--- src/shared/ivp_pkg.sv ---
/*
   Constants for the interrupt priority and vectoring block: register map,
   field positions, reset values and source layout.
   Assumes a 32-bit AHB-Lite bus with one word per register.
*/
package ivp_pkg;

   // ----------------------------------------------------------------------
   // Sizes
   // ----------------------------------------------------------------------
   localparam int NSRC      = 14;
   localparam int NTRAP     = 8;
   localparam int NPRIO_REG = 5;
   localparam int STACK_D   = 8;
   localparam int SP_W      = 4;
   localparam int TDIS_W    = 14;
   localparam int EVT_W     = 3;

   // ----------------------------------------------------------------------
   // Register byte addresses
   // ----------------------------------------------------------------------
   localparam logic [7:0] OFS_PRIO_CHARGE  = 8'h00;
   localparam logic [7:0] OFS_PRIO_SER3    = 8'h04;
   localparam logic [7:0] OFS_PRIO_SER4    = 8'h08;
   localparam logic [7:0] OFS_PRIO_SPI3    = 8'h0C;
   localparam logic [7:0] OFS_PRIO_CAPCMP9 = 8'h10;
   localparam logic [7:0] OFS_CTL_STATUS   = 8'h14;
   localparam logic [7:0] OFS_CTL_ONE      = 8'h18;
   localparam logic [7:0] OFS_CPU_LEVEL    = 8'h1C;
   localparam logic [7:0] OFS_EVT_STATUS   = 8'h20;
   localparam logic [7:0] OFS_EVT_ENABLE   = 8'h24;
   localparam logic [7:0] OFS_EVT_CLEAR    = 8'h28;
   localparam logic [7:0] OFS_TIMED_DIS    = 8'h2C;

   // ----------------------------------------------------------------------
   // Source layout: register index and field lsb, in vector order
   // ----------------------------------------------------------------------
   localparam int SRC_REG [NSRC] = '{0, 1, 1, 1, 2, 2, 2, 2, 3, 3, 3, 3, 4, 4};
   localparam int SRC_LSB [NSRC] = '{4, 12, 8, 4, 12, 8, 4, 0, 12, 8, 4, 0, 4, 0};
   // Vector number of source 0; the value is arbitrary
   localparam logic [7:0] SRC_VEC_BASE = 8'h60;
   localparam logic [7:0] VEC_BIAS     = 8'h08;

   // ----------------------------------------------------------------------
   // Fields and values
   // ----------------------------------------------------------------------
   localparam logic [2:0] PRIO_RST    = 3'h4;
   localparam logic [2:0] PRIO_OFF    = 3'h0;
   localparam logic [3:0] LVL_USR_MAX = 4'h7;
   localparam logic [3:0] LVL_TDIS    = 4'h6;
   localparam logic [3:0] LVL_TRAP0   = 4'h8;
   localparam int RQO_BIT   = 15;
   localparam int VCAP_BIT  = 13;
   localparam int LVL_LSB   = 8;
   localparam int NEST_BIT  = 15;
   localparam int EVT_ACK   = 0;
   localparam int EVT_RQO   = 1;
   localparam int EVT_STACK = 2;

endpackage

--- src/ivp_intc.sv ---
/*
   Interrupt priority and vectoring controller with AHB-Lite register slave.
   Assumes peripheral flags and trap requests arrive already enabled and on
   clk; the core answers irq_req with a one-cycle irq_ack and ends each
   service routine with a one-cycle irq_ret.
*/
module ivp_intc
   import ivp_pkg::*;
(
   input  wire logic              clk,
   input  wire logic              rst,
   input  wire logic              hsel,
   input  wire logic [31:0]       haddr,
   input  wire logic [1:0]        htrans,
   input  wire logic              hwrite,
   input  wire logic [2:0]        hsize,
   input  wire logic [31:0]       hwdata,
   input  wire logic              hready,
   output logic                   hreadyout,
   output logic                   hresp,
   output logic [31:0]            hrdata,
   input  wire logic [NSRC-1:0]   src_flag,
   input  wire logic [NTRAP-1:0]  trap_req,
   input  wire logic              irq_ack,
   input  wire logic              irq_ret,
   output logic                   irq_req,
   output logic [7:0]             irq_vec,
   output logic [3:0]             irq_level,
   output logic [3:0]             new_cpu_level,
   output logic                   ctl_irq
);

   // ----------------------------------------------------------------------
   // State
   // ----------------------------------------------------------------------
   typedef struct packed {
      logic [NSRC-1:0][2:0]    prio;
      logic                    vector_capture_cfg;
      logic                    nesting_disable;
      logic [STACK_D-1:0][3:0] stack;
      logic [SP_W-1:0]         sp;
      logic [3:0]              cur_level;
      logic [6:0]              last_vec;
      logic                    req;
      logic [7:0]              vec;
      logic [3:0]              level;
      logic [TDIS_W-1:0]       tdis_cnt;
      logic                    rqo_seen;
      logic [EVT_W-1:0]        evt_status;
      logic [EVT_W-1:0]        evt_enable;
      logic                    irq_out;
      logic                    ph_valid;
      logic                    ph_write;
      logic [7:0]              ph_addr;
      logic                    rd_wait;
      logic                    readyout;
      logic [31:0]             rdata;
   } ivp_state_t;

   ivp_state_t st;
   ivp_state_t next_st;

   // ----------------------------------------------------------------------
   // Helpers
   // ----------------------------------------------------------------------
   // Packs one 16-bit priority register; gaps stay zero
   function automatic logic [15:0] prio_word(input logic [NSRC-1:0][2:0] p,
                                             input int r);
      logic [15:0] d;
      d = 16'h0000;
      for (int i = 0; i < NSRC; i++) begin
         if (SRC_REG[i] == r) begin
            d[SRC_LSB[i] +: 3] = p[i];
         end
      end
      return d;
   endfunction

   function automatic int prio_index(input logic [7:0] a);
      int r;
      r = -1;
      case (a)
         OFS_PRIO_CHARGE:  r = 0;
         OFS_PRIO_SER3:    r = 1;
         OFS_PRIO_SER4:    r = 2;
         OFS_PRIO_SPI3:    r = 3;
         OFS_PRIO_CAPCMP9: r = 4;
         default:          r = -1;
      endcase
      return r;
   endfunction

   // ----------------------------------------------------------------------
   // Per-source qualification
   // ----------------------------------------------------------------------
   // A zero priority gates the flag here, so the arbiter never sees it and
   // a flagged but switched-off source cannot win a tie either
   logic [NSRC-1:0] src_live;

   for (genvar g = 0; g < NSRC; g++) begin : g_live
      assign src_live[g] = src_flag[g] && st.prio[g] != PRIO_OFF;
   end

   // ----------------------------------------------------------------------
   // Arbitration and register logic
   // ----------------------------------------------------------------------
   logic [2:0]      best_p;
   logic [7:0]      best_vec;
   logic [3:0]      user_thr;
   logic            user_go;
   logic            trap_any;
   logic [3:0]      trap_lvl;
   logic            trap_go;
   logic            rqo;
   logic            take_ack;
   logic            bus_wr;
   logic [15:0]     status_word;
   logic [EVT_W-1:0] evt_set;
   int              ridx;

   always_comb begin
      next_st  = st;
      best_p   = PRIO_OFF;
      best_vec = SRC_VEC_BASE;
      trap_any = 1'b0;
      trap_lvl = LVL_TRAP0;
      evt_set  = '0;
      ridx     = -1;

      // Strict compare keeps the lowest index on a tie
      for (int i = 0; i < NSRC; i++) begin
         if (src_live[i] && st.prio[i] > best_p) begin
            best_p   = st.prio[i];
            best_vec = SRC_VEC_BASE + 8'(i);
         end
      end

      // User masking threshold from CPU level, timed disable and nesting
      user_thr = st.cur_level;
      if (st.tdis_cnt != '0 && user_thr < LVL_TDIS) begin
         user_thr = LVL_TDIS;
      end
      if (st.nesting_disable && st.sp != '0 && user_thr < LVL_USR_MAX) begin
         user_thr = LVL_USR_MAX;
      end
      user_go = best_p != PRIO_OFF && {1'b0, best_p} > user_thr;
      rqo     = best_p != PRIO_OFF && !user_go;

      // Traps compare only against the running level
      for (int t = 0; t < NTRAP; t++) begin
         if (trap_req[t]) begin
            trap_any = 1'b1;
            trap_lvl = LVL_TRAP0 + 4'(t);
         end
      end
      trap_go = trap_any && trap_lvl > st.cur_level;

      // Request is rebuilt every cycle and is low in the cycle after an acknowledge
      take_ack = irq_ack && st.req;
      next_st.req = (trap_go || user_go) && !take_ack;
      if (trap_go) begin
         next_st.level = trap_lvl;
         next_st.vec   = 8'h00;
      end else if (user_go) begin
         next_st.level = {1'b0, best_p};
         next_st.vec   = best_vec;
      end

      // Acknowledge pushes the old level; return pops it
      if (take_ack) begin
         evt_set[EVT_ACK] = 1'b1;
         next_st.cur_level = st.level;
         if (st.level < LVL_TRAP0) begin
            next_st.last_vec = 7'(st.vec - VEC_BIAS);
         end
         if (st.sp == SP_W'(STACK_D)) begin
            evt_set[EVT_STACK] = 1'b1;
         end else begin
            next_st.stack[st.sp[2:0]] = st.cur_level;
            next_st.sp = st.sp + 1'b1;
         end
      end else if (irq_ret) begin
         if (st.sp == '0) begin
            evt_set[EVT_STACK] = 1'b1;
         end else begin
            next_st.sp        = st.sp - 1'b1;
            next_st.cur_level = st.stack[3'(st.sp - 1'b1)];
         end
      end

      if (st.tdis_cnt != '0) begin
         next_st.tdis_cnt = st.tdis_cnt - 1'b1;
      end

      next_st.rqo_seen = rqo;
      if (rqo && !st.rqo_seen) begin
         evt_set[EVT_RQO] = 1'b1;
      end

      // Status word
      status_word = 16'h0000;
      status_word[RQO_BIT]  = rqo;
      status_word[VCAP_BIT] = st.vector_capture_cfg;
      status_word[LVL_LSB +: 4] = st.cur_level;
      if (st.vector_capture_cfg) begin
         status_word[6:0] = 7'(best_vec - VEC_BIAS);
      end else begin
         status_word[6:0] = st.last_vec;
      end

      // Bus: address phase, then data phase
      bus_wr = st.ph_valid && st.ph_write;
      next_st.readyout = 1'b1;
      next_st.rd_wait  = 1'b0;
      if (hsel && hready && htrans[1]) begin
         next_st.ph_valid = 1'b1;
         next_st.ph_write = hwrite;
         next_st.ph_addr  = haddr[7:0];
         if (!hwrite) begin
            next_st.readyout = 1'b0;
            next_st.rd_wait  = 1'b1;
         end
      end else if (st.readyout) begin
         next_st.ph_valid = 1'b0;
      end

      if (bus_wr) begin
         ridx = prio_index(st.ph_addr);
         if (ridx >= 0) begin
            for (int i = 0; i < NSRC; i++) begin
               if (SRC_REG[i] == ridx) begin
                  next_st.prio[i] = hwdata[SRC_LSB[i] +: 3];
               end
            end
         end
         case (st.ph_addr)
            OFS_CTL_STATUS: next_st.vector_capture_cfg = hwdata[VCAP_BIT];
            OFS_CTL_ONE:    next_st.nesting_disable    = hwdata[NEST_BIT];
            OFS_CPU_LEVEL: begin
               if (st.cur_level < LVL_TRAP0) begin
                  next_st.cur_level = {1'b0, hwdata[2:0]};
               end
            end
            OFS_EVT_ENABLE: next_st.evt_enable = hwdata[EVT_W-1:0];
            OFS_EVT_CLEAR:  next_st.evt_status = st.evt_status & ~hwdata[EVT_W-1:0];
            OFS_TIMED_DIS:  next_st.tdis_cnt   = hwdata[TDIS_W-1:0];
            default: ;
         endcase
      end
      // Set wins over a clear in the same cycle
      next_st.evt_status = next_st.evt_status | evt_set;
      next_st.irq_out    = |(next_st.evt_status & next_st.evt_enable);

      if (st.rd_wait) begin
         next_st.ph_valid = 1'b0;
         next_st.rdata    = 32'h0000_0000;
         ridx = prio_index(st.ph_addr);
         if (ridx >= 0) begin
            next_st.rdata[15:0] = prio_word(st.prio, ridx);
         end
         case (st.ph_addr)
            OFS_CTL_STATUS: next_st.rdata[15:0] = status_word;
            OFS_CTL_ONE:    next_st.rdata[NEST_BIT] = st.nesting_disable;
            OFS_CPU_LEVEL:  next_st.rdata[3:0] = st.cur_level;
            OFS_EVT_STATUS: next_st.rdata[EVT_W-1:0] = st.evt_status;
            OFS_EVT_ENABLE: next_st.rdata[EVT_W-1:0] = st.evt_enable;
            OFS_TIMED_DIS:  next_st.rdata[TDIS_W-1:0] = st.tdis_cnt;
            default: ;
         endcase
      end
   end

   // ----------------------------------------------------------------------
   // Registers
   // ----------------------------------------------------------------------
   always_ff @(posedge clk) begin
      if (rst) begin
         st <= '0;
         for (int i = 0; i < NSRC; i++) begin
            st.prio[i] <= PRIO_RST;
         end
         st.readyout <= 1'b1;
      end else begin
         st <= next_st;
      end
   end

   assign hreadyout     = st.readyout;
   assign hresp         = 1'b0;
   assign hrdata        = st.rdata;
   assign irq_req       = st.req;
   assign irq_vec       = st.vec;
   assign irq_level     = st.level;
   assign new_cpu_level = st.cur_level;
   assign ctl_irq       = st.irq_out;

endmodule

--- config.mk ---
export PLATFORM = sky130hd
export DESIGN_NAME = ivp_intc
export DESIGN_NICKNAME = d
export VERILOG_FILES = /design/src/shared/ivp_pkg.sv /design/src/ivp_intc.sv
export SDC_FILE = /design/constraint.sdc
export NUM_CORES = 1
export LEC_CHECK = 0
export BUFFER_PORTS_ARGS = -buffer_cell sky130_fd_sc_hd__buf_2
export CAP_MARGIN = 30
export CELL_PAD_IN_SITES_DETAIL_PLACEMENT = 0
export CELL_PAD_IN_SITES_GLOBAL_PLACEMENT = 2
export CORE_ASPECT_RATIO = 1.4
export CORE_UTILIZATION = 36
export DETAILED_ROUTE_END_ITERATION = 8
export PLACE_DENSITY_LB_ADDON = 0.1
export SETUP_SLACK_MARGIN = 0.02
export SYNTH_ARGS = -nofsm -noshare
export SYNTH_HDL_FRONTEND = slang
export SYNTH_SLANG_ARGS = --single-unit
--- constraint.sdc ---
create_clock -name clk -period 32.2 [get_ports clk]
set_input_delay 1.61 -clock clk [delete_from_list [all_inputs] [get_ports clk]]
set_output_delay 1.61 -clock clk [all_outputs]
set_load 0.02 [all_outputs]
After elaboration in Yosys (flattened, before gate mapping):

Cells that the tools add are included.

* add/sub/neg operators: 5
* $lt $le $gt $ge: 25
* eq/ne operators: 22
* mux-type cells: 97
* bitwise operators: 6
* reductions and logical operators: 83

Operators with widths (number)
* $pmux 32 s5: 1
* $eq 3x32->1 const A: 4
* $mux 8: 15
* $mux 3: 30
* $eq 2x32->1 const A: 2
* $eq 4x32->1 const A: 2
* $ge 32x1->1 const B: 2
* $logic_not 32->1: 2
* $mux 32: 2
* $mux 4: 16
* $reduce_bool 3->1: 15
* $mux 14: 3
* $logic_and 1x1->1: 41
* $gt 3x3->1: 13
* $bwmux 32: 1
* $eq 8x5->1 const B: 4
* $eq 8x6->1 const B: 4
* $pmux 10 s2: 1
* $mux 1: 19
* $reduce_and 3->1: 6
* $eq 8x4->1 const B: 2
* $mux 15: 1
* $pmux 3 s5: 1
* $reduce_bool 14->1: 1
* 34 further kinds: 50

* flip-flop bits (word level): 154
* bits of input ports: 98
* output and inout bits: 52
* word-level logic and storage cells: 279

Longest topological paths before layout:

Gate-level depths: netlist of the first run.

* depth in word-level cells: 52
* depth in mapped cells: 104
* depth with buffers taken out: 101

Least setup slack after synthesis of the first run:

OpenSTA, ideal clock, no wires.

* kind: input port to flip-flop
* start point: input port src_flag[0]
* end point: register st, in the netlist irq_level[2]
* library setup time: 0.125 ns
* arrival: 18.702 ns
* path slack: 13.373 ns
* cell stages on the path: 101
* path buffers: 3
* cell sequence: nand2_1 ha_1 and3b_1 o211ai_1 o21ai_0 o21ai_0 ha_1 nor2_1 a2bb2oi_1 o32ai_1 and3_1 nor2_1 ha_1 nor2_1 and2_1 o211ai_1 a21boi_1 a41o_1 [... 65 more ...] inv_1 a21o_1 a21oi_1 a311oi_1 clkbuf_1 nor2_1 a22oi_1 o21a_1 buf_6 inv_1 ha_1 inv_1 a21o_1 a21oi_1 a311oi_1 clkbuf_1 inv_1 o41a_1

* longest elaborated chain between the ends: 45
* elaborated cells between the ends (all ways): 48

RTL lines
* start: declaration: line ivp_intc.sv:22 `input wire logic [NSRC-1:0] src_flag,`
* $logic_and 1x1->1 (*): line ivp_intc.sv:101 `assign src_live[g] = src_flag[g] && st.prio[g] != PRIO_OFF;`
* $logic_and 1x1->1 (*): line ivp_intc.sv:132 `if (src_live[i] && st.prio[i] > best_p) begin`
* $mux 3 (*): line ivp_intc.sv:132
* $gt 3x3->1: line ivp_intc.sv:132
* $logic_and 1x1->1: line ivp_intc.sv:132
* $mux 3 (*): line ivp_intc.sv:132
* $gt 3x3->1: line ivp_intc.sv:132
* $logic_and 1x1->1: line ivp_intc.sv:132
* [... 29 more ...]
* $logic_and 1x1->1: line ivp_intc.sv:132
* $mux 3 (*): line ivp_intc.sv:132
* $gt 3x3->1: line ivp_intc.sv:132
* $logic_and 1x1->1: line ivp_intc.sv:132
* $mux 3 (*): line ivp_intc.sv:132
* $gt 3x4->1 / $reduce_bool 3->1 (equally long branches): line ivp_intc.sv:146 `user_go = best_p != PRIO_OFF && {1'b0, best_p} > user_thr;`
* $logic_and 1x1->1: line ivp_intc.sv:146
* $reduce_bool 2->1 (no line)
* end signal: assignment: line ivp_intc.sv:284 `st <= next_st;`
* end: declaration: line ivp_intc.sv:60 `ivp_state_t st;`

Every way passes the cells marked *; elsewhere a longest branch is shown, timed or not. The select of a mux whose other input is x is not followed.
A chain may end at the register's enable or synchronous reset.

Final worst setup path of the first run:

Same ends and word-level chain as after synthesis.

==> results of run 1 <==
Yosys cell counts, types with 4 or more instances:
cell      number
nor2b_1        4
a311oi_1      15
xor2_1         4
or3_1          9
nor2_1       158
and2_1        15
a211o_1        5
mux2i_1       48
o211ai_1      17
nand4_1        8
nand2_1      189
a21o_1        12
a22o_1         7
nor4_1        10
inv_1         46
a222oi_1       9
nor3_1        32
maj3_1         6
a31oi_1        5
or2_2         10
o21ai_0       29
ha_1          28
xnor2_1        8
o31ai_1        6
a211oi_1      21
a21oi_1       93
dfxtp_1      150
and3_1        13
a221oi_1       7
nand2b_1       6
clkbuf_1      57
mux4_2         8
o21a_1        11
o21ai_1        8
buf_4         49
o22ai_1        4
nand3b_1       9
a22oi_1        7
nand3_1       29
stage by stage:
step                      std cells  total power [W]
final                          1575         0.000561
after global routing           1575         0.000592
after CTS                      1575         0.000566
after detailed placement       1545         0.000367
after global placement         1544         0.000366
after floorplan                1238         0.000328
layout make-up:
type                    instances  share of cell area, %
clock inverters                 9                  0.995
flip-flops and latches        150                   29.1
multi-input cells             929                   54.5
well taps                     319                   3.87
inverters                      47                   1.71
clock buffers                  21                   4.56
repair buffers                100                   5.19
registers in the layout (all words and copies together), names as in the netlist:
register and flops:
ctl_irq 1, hrdata 16, hreadyout 1, irq_level 4
irq_req 1, irq_vec 5, new_cpu_level 4, st 118
routing by layer:
layer  wire, microns  track usage [%]  vias up  share of wire [%]
li1                -                -     4344                  -
met1           12400             25.5     4123                 41
met2           16300             45.6      155                 53
met3             795             2.80       46                2.6
met4             978             10.5        0                3.2
met5               0                0        -                  0
cells by family (layout without fill, tap and decap cells):
group / after synthesis / in the layout / synth area share, %
compound gates: 304 / 304 / 22.7
xor+xnor: 12 / 12 / 1.12
fa+ha+maj: 34 / 34 / 4.39
buf+inv: 159 / 177 / 8.47
flops: 150 / 150 / 32.1
mux: 58 / 58 / 7.35
other cells: 1 / 19 / 0.0401
simple gates: 502 / 502 / 23.8
where the power goes:
| part | internal (W) | total, W | switching [W] | leakage (nW) |
|---|---|---|---|---|
| sequential | 0.000198 | 0.000217 | 0.0000192 | 1.22 |
| clock | 0.000119 | 0.000197 | 0.0000785 | 0.288 |
| combinational | 0.0000591 | 0.000146 | 0.0000870 | 2.56 |
| total | 0.000376 | 0.000561 | 0.000185 | 4.07 |
worst reg2reg max path, delay by kind of cell, from the launching register on:
| family | cells | cell delay, ns |
|---|---|---|
| AO/OA/AOI/OAI | 46 | 10.13 |
| adder cells (fa/ha/maj) | 16 | 4.46 |
| buffers and inverters | 8 | 0.97 |
| flip-flops | 1 | 0.60 |
| multiplexers | 2 | 0.80 |
| AND/OR/NAND/NOR | 27 | 3.65 |
worst paths after layout:
path,startpoint,end,slack (ns),depth (start not counted)
max,src_flag[0],irq_level[2],10.64,101
min,st[80],st[80],0.46,2
min reg2reg,st[80],st[80],0.46,2
max reg2reg,st[133],irq_level[2],11.47,99
==> results.md, run 1 <==
- The run finished, with violations left.
- The number of synthesized flops with an enable pin is 0.
- The total wire length is 30400 microns.
- The most common library cell in the layout ignoring fill and taps is nand2_1.
- The largest driver fanout on the critical path is 10.
- The number of antenna violations at the first check in global routing was 0.
- The first TritonRoute pass finished after 9 iterations.
- The final HPWL from detailed placement is 23100 microns.
- The core occupancy in the finished layout is 40.5%.
- The worst setup path is of the input port to flop kind.
- The final max-slew violation count is 0.
- The clock input transition at the sequential cells of the worst setup and hold paths is 0.06 ns.
- Setup violations remaining at the end of the flow were counted as 0.
- The y dimension of the die is 193 microns.
- The total global-route track usage is 23.5%.
- At the end of routability-driven placement, the weighted congestion stood at 0.861.
- The critical path's slowest cell is a311oi_1.
- For this run, the top clock speed supported by timing is 46.4 MHz.
- The netlist area before placement is 9350 sq um.
- The fraction of layout instances using a drive strength above 1 is 13.1%.
- Once the floorplan was initialized, standard cells occupied 36.7% of the core.
- The class of the tightest hold or removal check is flop to flop.
- Pin placement for this block handled 150 I/O pins.
- The worst hold slack after final layout is 0.460 ns.
- The static leakage power is 4.07 nW.
- The post-placement setup slack is 10.26 ns.
- The area growth from synthesis to layout is 10.3%.
- The count of antenna diodes in the layout is 0.
- The total of buffers placed on input and output ports is 86.
- The multi-input combinational cells in the finished layout cover a total of 5630 sq um.
- Once the clock tree was built, the resizer swapped 0 gates to a different size.
- The type of element launching the critical path is an input port.
- The library cells used most frequently in the layout, excluding fill and tap cells, are nand2_1 (189), nor2_1 (158), dfxtp_1 (150), a21oi_1 (93), buf_2 (86).
- After routing, the total negative slack on setup checks comes to 0 ns.
- For the worst setup path, the data required time is 32.50 ns.
- The time the final worst path needs with I/O delays and setup is 21.56 ns.
- Measured against its own limit, the worst slew margin works out to 30.3%.
- In this run the number of H-tree levels came out at 4.
- The first global-routing pass estimated 47500 microns of wire.
- After technology mapping, the gate count stands at 1220.
- The final number of hold-violating endpoints was 0.
- Once detail routing completed, the nets flagged for antenna violations numbered 0.
- The via count of the first global-routing pass is 8403.
- The leftover overflow at the end of global routing is 0.
- The filler cell count in the final layout is 2697.
- The routed length per instance is 19.3 microns.
- In this run the core area contains 69 standard-cell rows.
- After the first detailed-routing iteration, the DRC count stood at 394.
- The number of buffers inserted for hold repair after clock tree synthesis is 0.
- The final route contains 8668 vias.
- Between clock sinks in the finished design, the worst skew comes to 0.0105 ns.
- The via count normalized by instance count is 5.50.
- In the routed design, unresolved DRC markers number 8.
- The die covers 26600 sq um.
- The critical path contains buffers and inverters numbering 9 combined.
- Max-cap violations in this run came to 0.
- The total core area is 25500 sq um.
- For this run, the post-layout net count is 1371.
- The number of different library cells in the post-synthesis netlist is 83.
- The peak supply drop is 37.0 uV.
- The TritonCTS sink count is 150.
- The fraction of synthesis flops using an asynchronous set or reset pin is 0%.
- The synthesized flop and latch total is 150.
- Setup repair after global routing left no endpoint under its margin.
- The number of clock buffers inserted by TritonCTS is 17.
- In this run the power density over the cells is 54.4 nW/um^2.
- The checks that failed: DRC.
- The CTS tree is built.
- Summing all non-filler instances in the final layout gives an area of 10300 sq um.
- The instance area at placement is 9740 sq um.
- The clock reaches the later pin of the worst-skew pair after 0.43 ns.
- The average cell area after synthesis is 7.66 sq um.
- The top cell type's share of synthesized area is 32.1%.
- Entering global routing, the biggest net connects 70 pins.
- Of all cell types, the one taking the most synthesized area is dfxtp_1.
- The clock tree buffer depth is 2.
- STA classifies the critical path endpoint as a flop.
- At the pin with the least slew margin, the transition time is 1.04 ns.
- In this run the horizontal extent of the chip is 138 microns.
- The worst path meets setup with 10.64 ns of slack.
- The number of buffers inserted by post-CTS setup repair is 0.
- Among all flip-flop cells after synthesis, the most frequent one is dfxtp_1.
- The register area is 3000 sq um.
- After synthesis, flip-flops and latches occupy 32.1% of the total area.
- After synthesis, the cell types taking the most area are dfxtp_1 (32%), nand2_1 (7.6%), nor2_1 (6.3%).
- The dominant delay contributor by cell family on the critical path is compound AO/OA/AOI/OAI gates.
- The share of the clock period used by the worst path is 66.9%.
- The critical path arrival is 21.86 ns.
- The total of warnings raised by yosys is 0.
- The buffer type at the clock tree root is clkbuf_16.
- In this design, the stage delay of the slowest critical-path cell is 0.67 ns.
Power figures use the tool's default switching activity.
==> run 2, diff against run 1 <==
--- a/config.mk
+++ b/config.mk
@@ -5,12 +5,13 @@
 export SDC_FILE = /design/constraint.sdc
 export NUM_CORES = 1
 export LEC_CHECK = 0
+export ABC_AREA = 1
 export BUFFER_PORTS_ARGS = -buffer_cell sky130_fd_sc_hd__buf_2
 export CAP_MARGIN = 30
 export CELL_PAD_IN_SITES_DETAIL_PLACEMENT = 0
 export CELL_PAD_IN_SITES_GLOBAL_PLACEMENT = 2
 export CORE_ASPECT_RATIO = 1.4
-export CORE_UTILIZATION = 36
+export CORE_UTILIZATION = 28
 export DETAILED_ROUTE_END_ITERATION = 8
 export PLACE_DENSITY_LB_ADDON = 0.1
 export SETUP_SLACK_MARGIN = 0.02
==> constraint.sdc (replaced) <==
create_clock -name clk -period 18 [get_ports clk]
set_input_delay 0.9 -clock clk [delete_from_list [all_inputs] [get_ports clk]]
set_output_delay 0.9 -clock clk [all_outputs]
set_load 0.02 [all_outputs]
==> run 2 against run 1 <==
  * The flow still finishes with violations (DRC)
  * Worst setup slack worse by 9.2 ns
  * Via count is 3.3% lower
  * Clock power is 83% higher
  * Combinational power is 83% higher
  * Critical path depth is 1 higher
  * Clock skew is 0.0021 ns lower
==> results.md, run 2 <==
- The number of gates resized after CTS was 0.
- The final reports fail on DRC.
- The total global-route track usage is 20.7%.
- Between clock sinks in the finished design, the worst skew comes to 0.00836 ns.
- TritonCTS created 17 clock buffers.
- The root buffer cell chosen for the clock tree is clkbuf_16.
- After the first detailed-routing iteration, the DRC count stood at 461.
- The largest driver fanout on the critical path is 8.
- The multi-input combinational cells in the finished layout cover a total of 4730 sq um.
- Entering global routing, the biggest net connects 66 pins.
- TritonCTS built the clock tree.
- By area the synthesized netlist is led by dfxtp_1 (34%), o21ai_0 (9.5%), a21oi_1 (7.8%).
- The number of buffers inserted by post-CTS setup repair is 0.
- The clock net in this run drives a total of 150 sinks.
- The register bank with the most flops is st.
- The total of warnings raised by yosys is 0.
- The routed length per instance is 18.8 microns.
- Setup violations remaining at the end of the flow were counted as 0.
- The first global-routing pass estimated 49500 microns of wire.
- Wires add up to 32100 microns.
- Hold timing on the final database bottoms out at a slack of 0.441 ns.
- In the synthesized netlist, the cells that appear most often are nand2_1 (181), inv_1 (169), o21ai_0 (168).
- The die is 152 microns wide.
- In this run the number of H-tree levels came out at 4.
- The worst setup path is launched from an input port.
- The worst-case IR drop observed on VDD is 57.9 uV.
- The instance area at placement is 9340 sq um.
- Before antenna repair, the detailed router went through 6 iterations.
- The critical path is of the input port to flop type.
- The netlist area before placement is 8810 sq um.
- The worst setup path is captured at a flop.
- The total of buffers placed on input and output ports is 86.
- Across all register-to-register paths, the minimum setup slack is 1.57 ns.
- The tool flagged a number of max-cap violations equal to 0.
- The number of flip-flops under the largest register name is 118.
- The final max-slew violation count was 0.
- The count of antenna diodes in the layout is 0.
- The top cell type by total area after synthesis is dfxtp_1.
- For this run the aggregate overflow at the end of global routing stands at 0.
- The critical path arrival is 16.88 ns.
- For this run, the post-layout net count is 1434.
- Dividing the final minimum period by the clock period gives 91.7%.
- The predominant post-synthesis flop cell is dfxtp_1.
- The later pin in the worst-skew pair is clocked with a latency of 0.45 ns.
- In this run the core area contains 76 standard-cell rows.
- The cell with the most instances after synthesis is nand2_1.
- The worst slew slack as a fraction of its limit is 37.7%.
- The final number of hold-violating endpoints is 0.
- The count of antenna-violating nets left after detailed routing is 0.
- The longest clock path from root to sink contains 2 buffers.
- The top cell types in the final layout, fill and taps aside, are nand2_1 (181), inv_1 (168), o21ai_0 (162), dfxtp_1 (150), a21oi_1 (137).
- The synthesized design contains 150 register bits.
- Across the whole layout, storage elements account for 3000 sq um.
- The analysis attributes to cell leakage a power of 4.31 nW.
- Clock-pin slew was measured on the worst setup and hold paths at 0.07 ns.
- The y dimension of the die is 212 microns.
- The post-synthesis cell count is 1263.
- The number of buffers inserted for hold repair after clock tree synthesis is 0.
- The time the final worst path needs with I/O delays and setup is 16.51 ns.
- The via count of the first global-routing pass was 8242.
- Routability-driven placement finished with a final weighted congestion of 0.823.
- The number of antenna violations at the first check in global routing is 0.
- The slowest stage of the critical path is the ha_1 cell.
- The top-level port count is 150.
- In this run the power density over the cells is 102 nW/um^2.
- The average instance in the mapped netlist occupies 6.97 sq um.
- Setup repair after global routing left no endpoint under its margin.
- Counting instances, the worst hold path has a depth of 2.
- The run finished, with violations left.
- The number of synthesized flops with an enable pin is 0.
- The via count normalized by instance count is 4.90.
- The total core area is 30900 sq um.
- Summed over all failing endpoints, the final setup total negative slack is 0 ns.
- Leaving out fill and tap cells, the most frequent cell in the layout is nand2_1.
- In the routed design, unresolved DRC markers number 13.
- Timing would allow up to 60.6 MHz.
- The slew at the pin closest to its max-slew limit is 0.930 ns.
- From synthesis to final layout, the design area changed by 12.5%.
- The fraction of synthesis flops using an asynchronous set or reset pin is 0%.
- The largest single stage delay on the critical path is 0.31 ns.
- The floorplan step defined a die boundary enclosing 32200 sq um.
- The filler cell count in the final layout is 3444.
- The detailed router placed 8386 vias in this run.
- The initial utilization of the core area, before any placement, comes to 28.5%.
- The cell area after layout is 9910 sq um.
- The share of the Yosys chip area taken by registers is 34.1%.
- For the worst flop-to-flop path, the logic depth is 103.
- The tightest min-delay check is of the flop to flop type.
- The share of synthesized area in the top cell type comes to 34.1%.
- Summed over all nets, the half-perimeter wirelength after detailed placement is 24800 microns.
- For the worst setup path, the data required time is 18.37 ns.
- The number of different library cells in the post-synthesis netlist is 46.
- The fraction of layout instances using a drive strength above 1 is 14.2%.
-- run 2: stage by stage --
stage	instances	worst slack [ns]	util, %	power, W
floorplan	1281	2.32	-	0.000577
global placement	1679	0.188	30.2	0.000663
detailed placement	1679	0.145	30.2	0.000663
CTS	1710	0.590	32.0	0.00103
global route	1710	0.0753	32.1	0.00108
finish	1710	1.49	32.1	0.00101
-- run 2: path summary, 6_finish.rpt --
kind / endpoint / from
max: ctl_irq / src_flag[0]
min: st[107] / st[107]
max reg2reg: ctl_irq / st[130]
min reg2reg: st[107] / st[107]
-- run 2: logic make-up after synthesis --
family / synth area share, %
AOI/OAI and AO/OA: 25.4
other: 0.0426
adders and majority gates: 3.98
xor gates and xnor gates: 0.696
muxes: 0.114
buffers and inverters: 13.0
DFF: 34.1
and+or+nand+nor: 22.7
-- run 2: layer usage --
metal  vias up  global-route usage, %  part of all wire, %  wire [microns]
met5         -                      0                    0               0
met4         0                   6.02                  1.4             451
met3        19                   2.60                  2.6             849
met2       125                   38.2                   52           16600
met1      3947                   25.0                   44           14200
li1       4295                      -                    -               -
-- run 2: final cells by class --
type / instances / share of cell area, %
Tap cell: 390 / 4.93
Timing Repair Buffer: 91 / 4.72
Clock buffer: 18 / 4.33
Multi-Input combinational cell: 875 / 47.8
Inverter: 173 / 6.56
Sequential cell: 150 / 30.3
Clock inverter: 13 / 1.35
-- run 2: power by group --
part | switching, W | internal, W | total [W]
logic | 0.000183 | 0.0000835 | 0.000267
registers | 0.0000290 | 0.000357 | 0.000386
clock network | 0.000157 | 0.000202 | 0.000360
-- run 2: worst max-delay path, delay by kind of cell --
kind                       cells  cell delay, ns
adders and majority gates     14            3.82
AOI/OAI and AO/OA             26            4.83
buffers and inverters         13            1.08
and+or+nand+nor               49            6.22
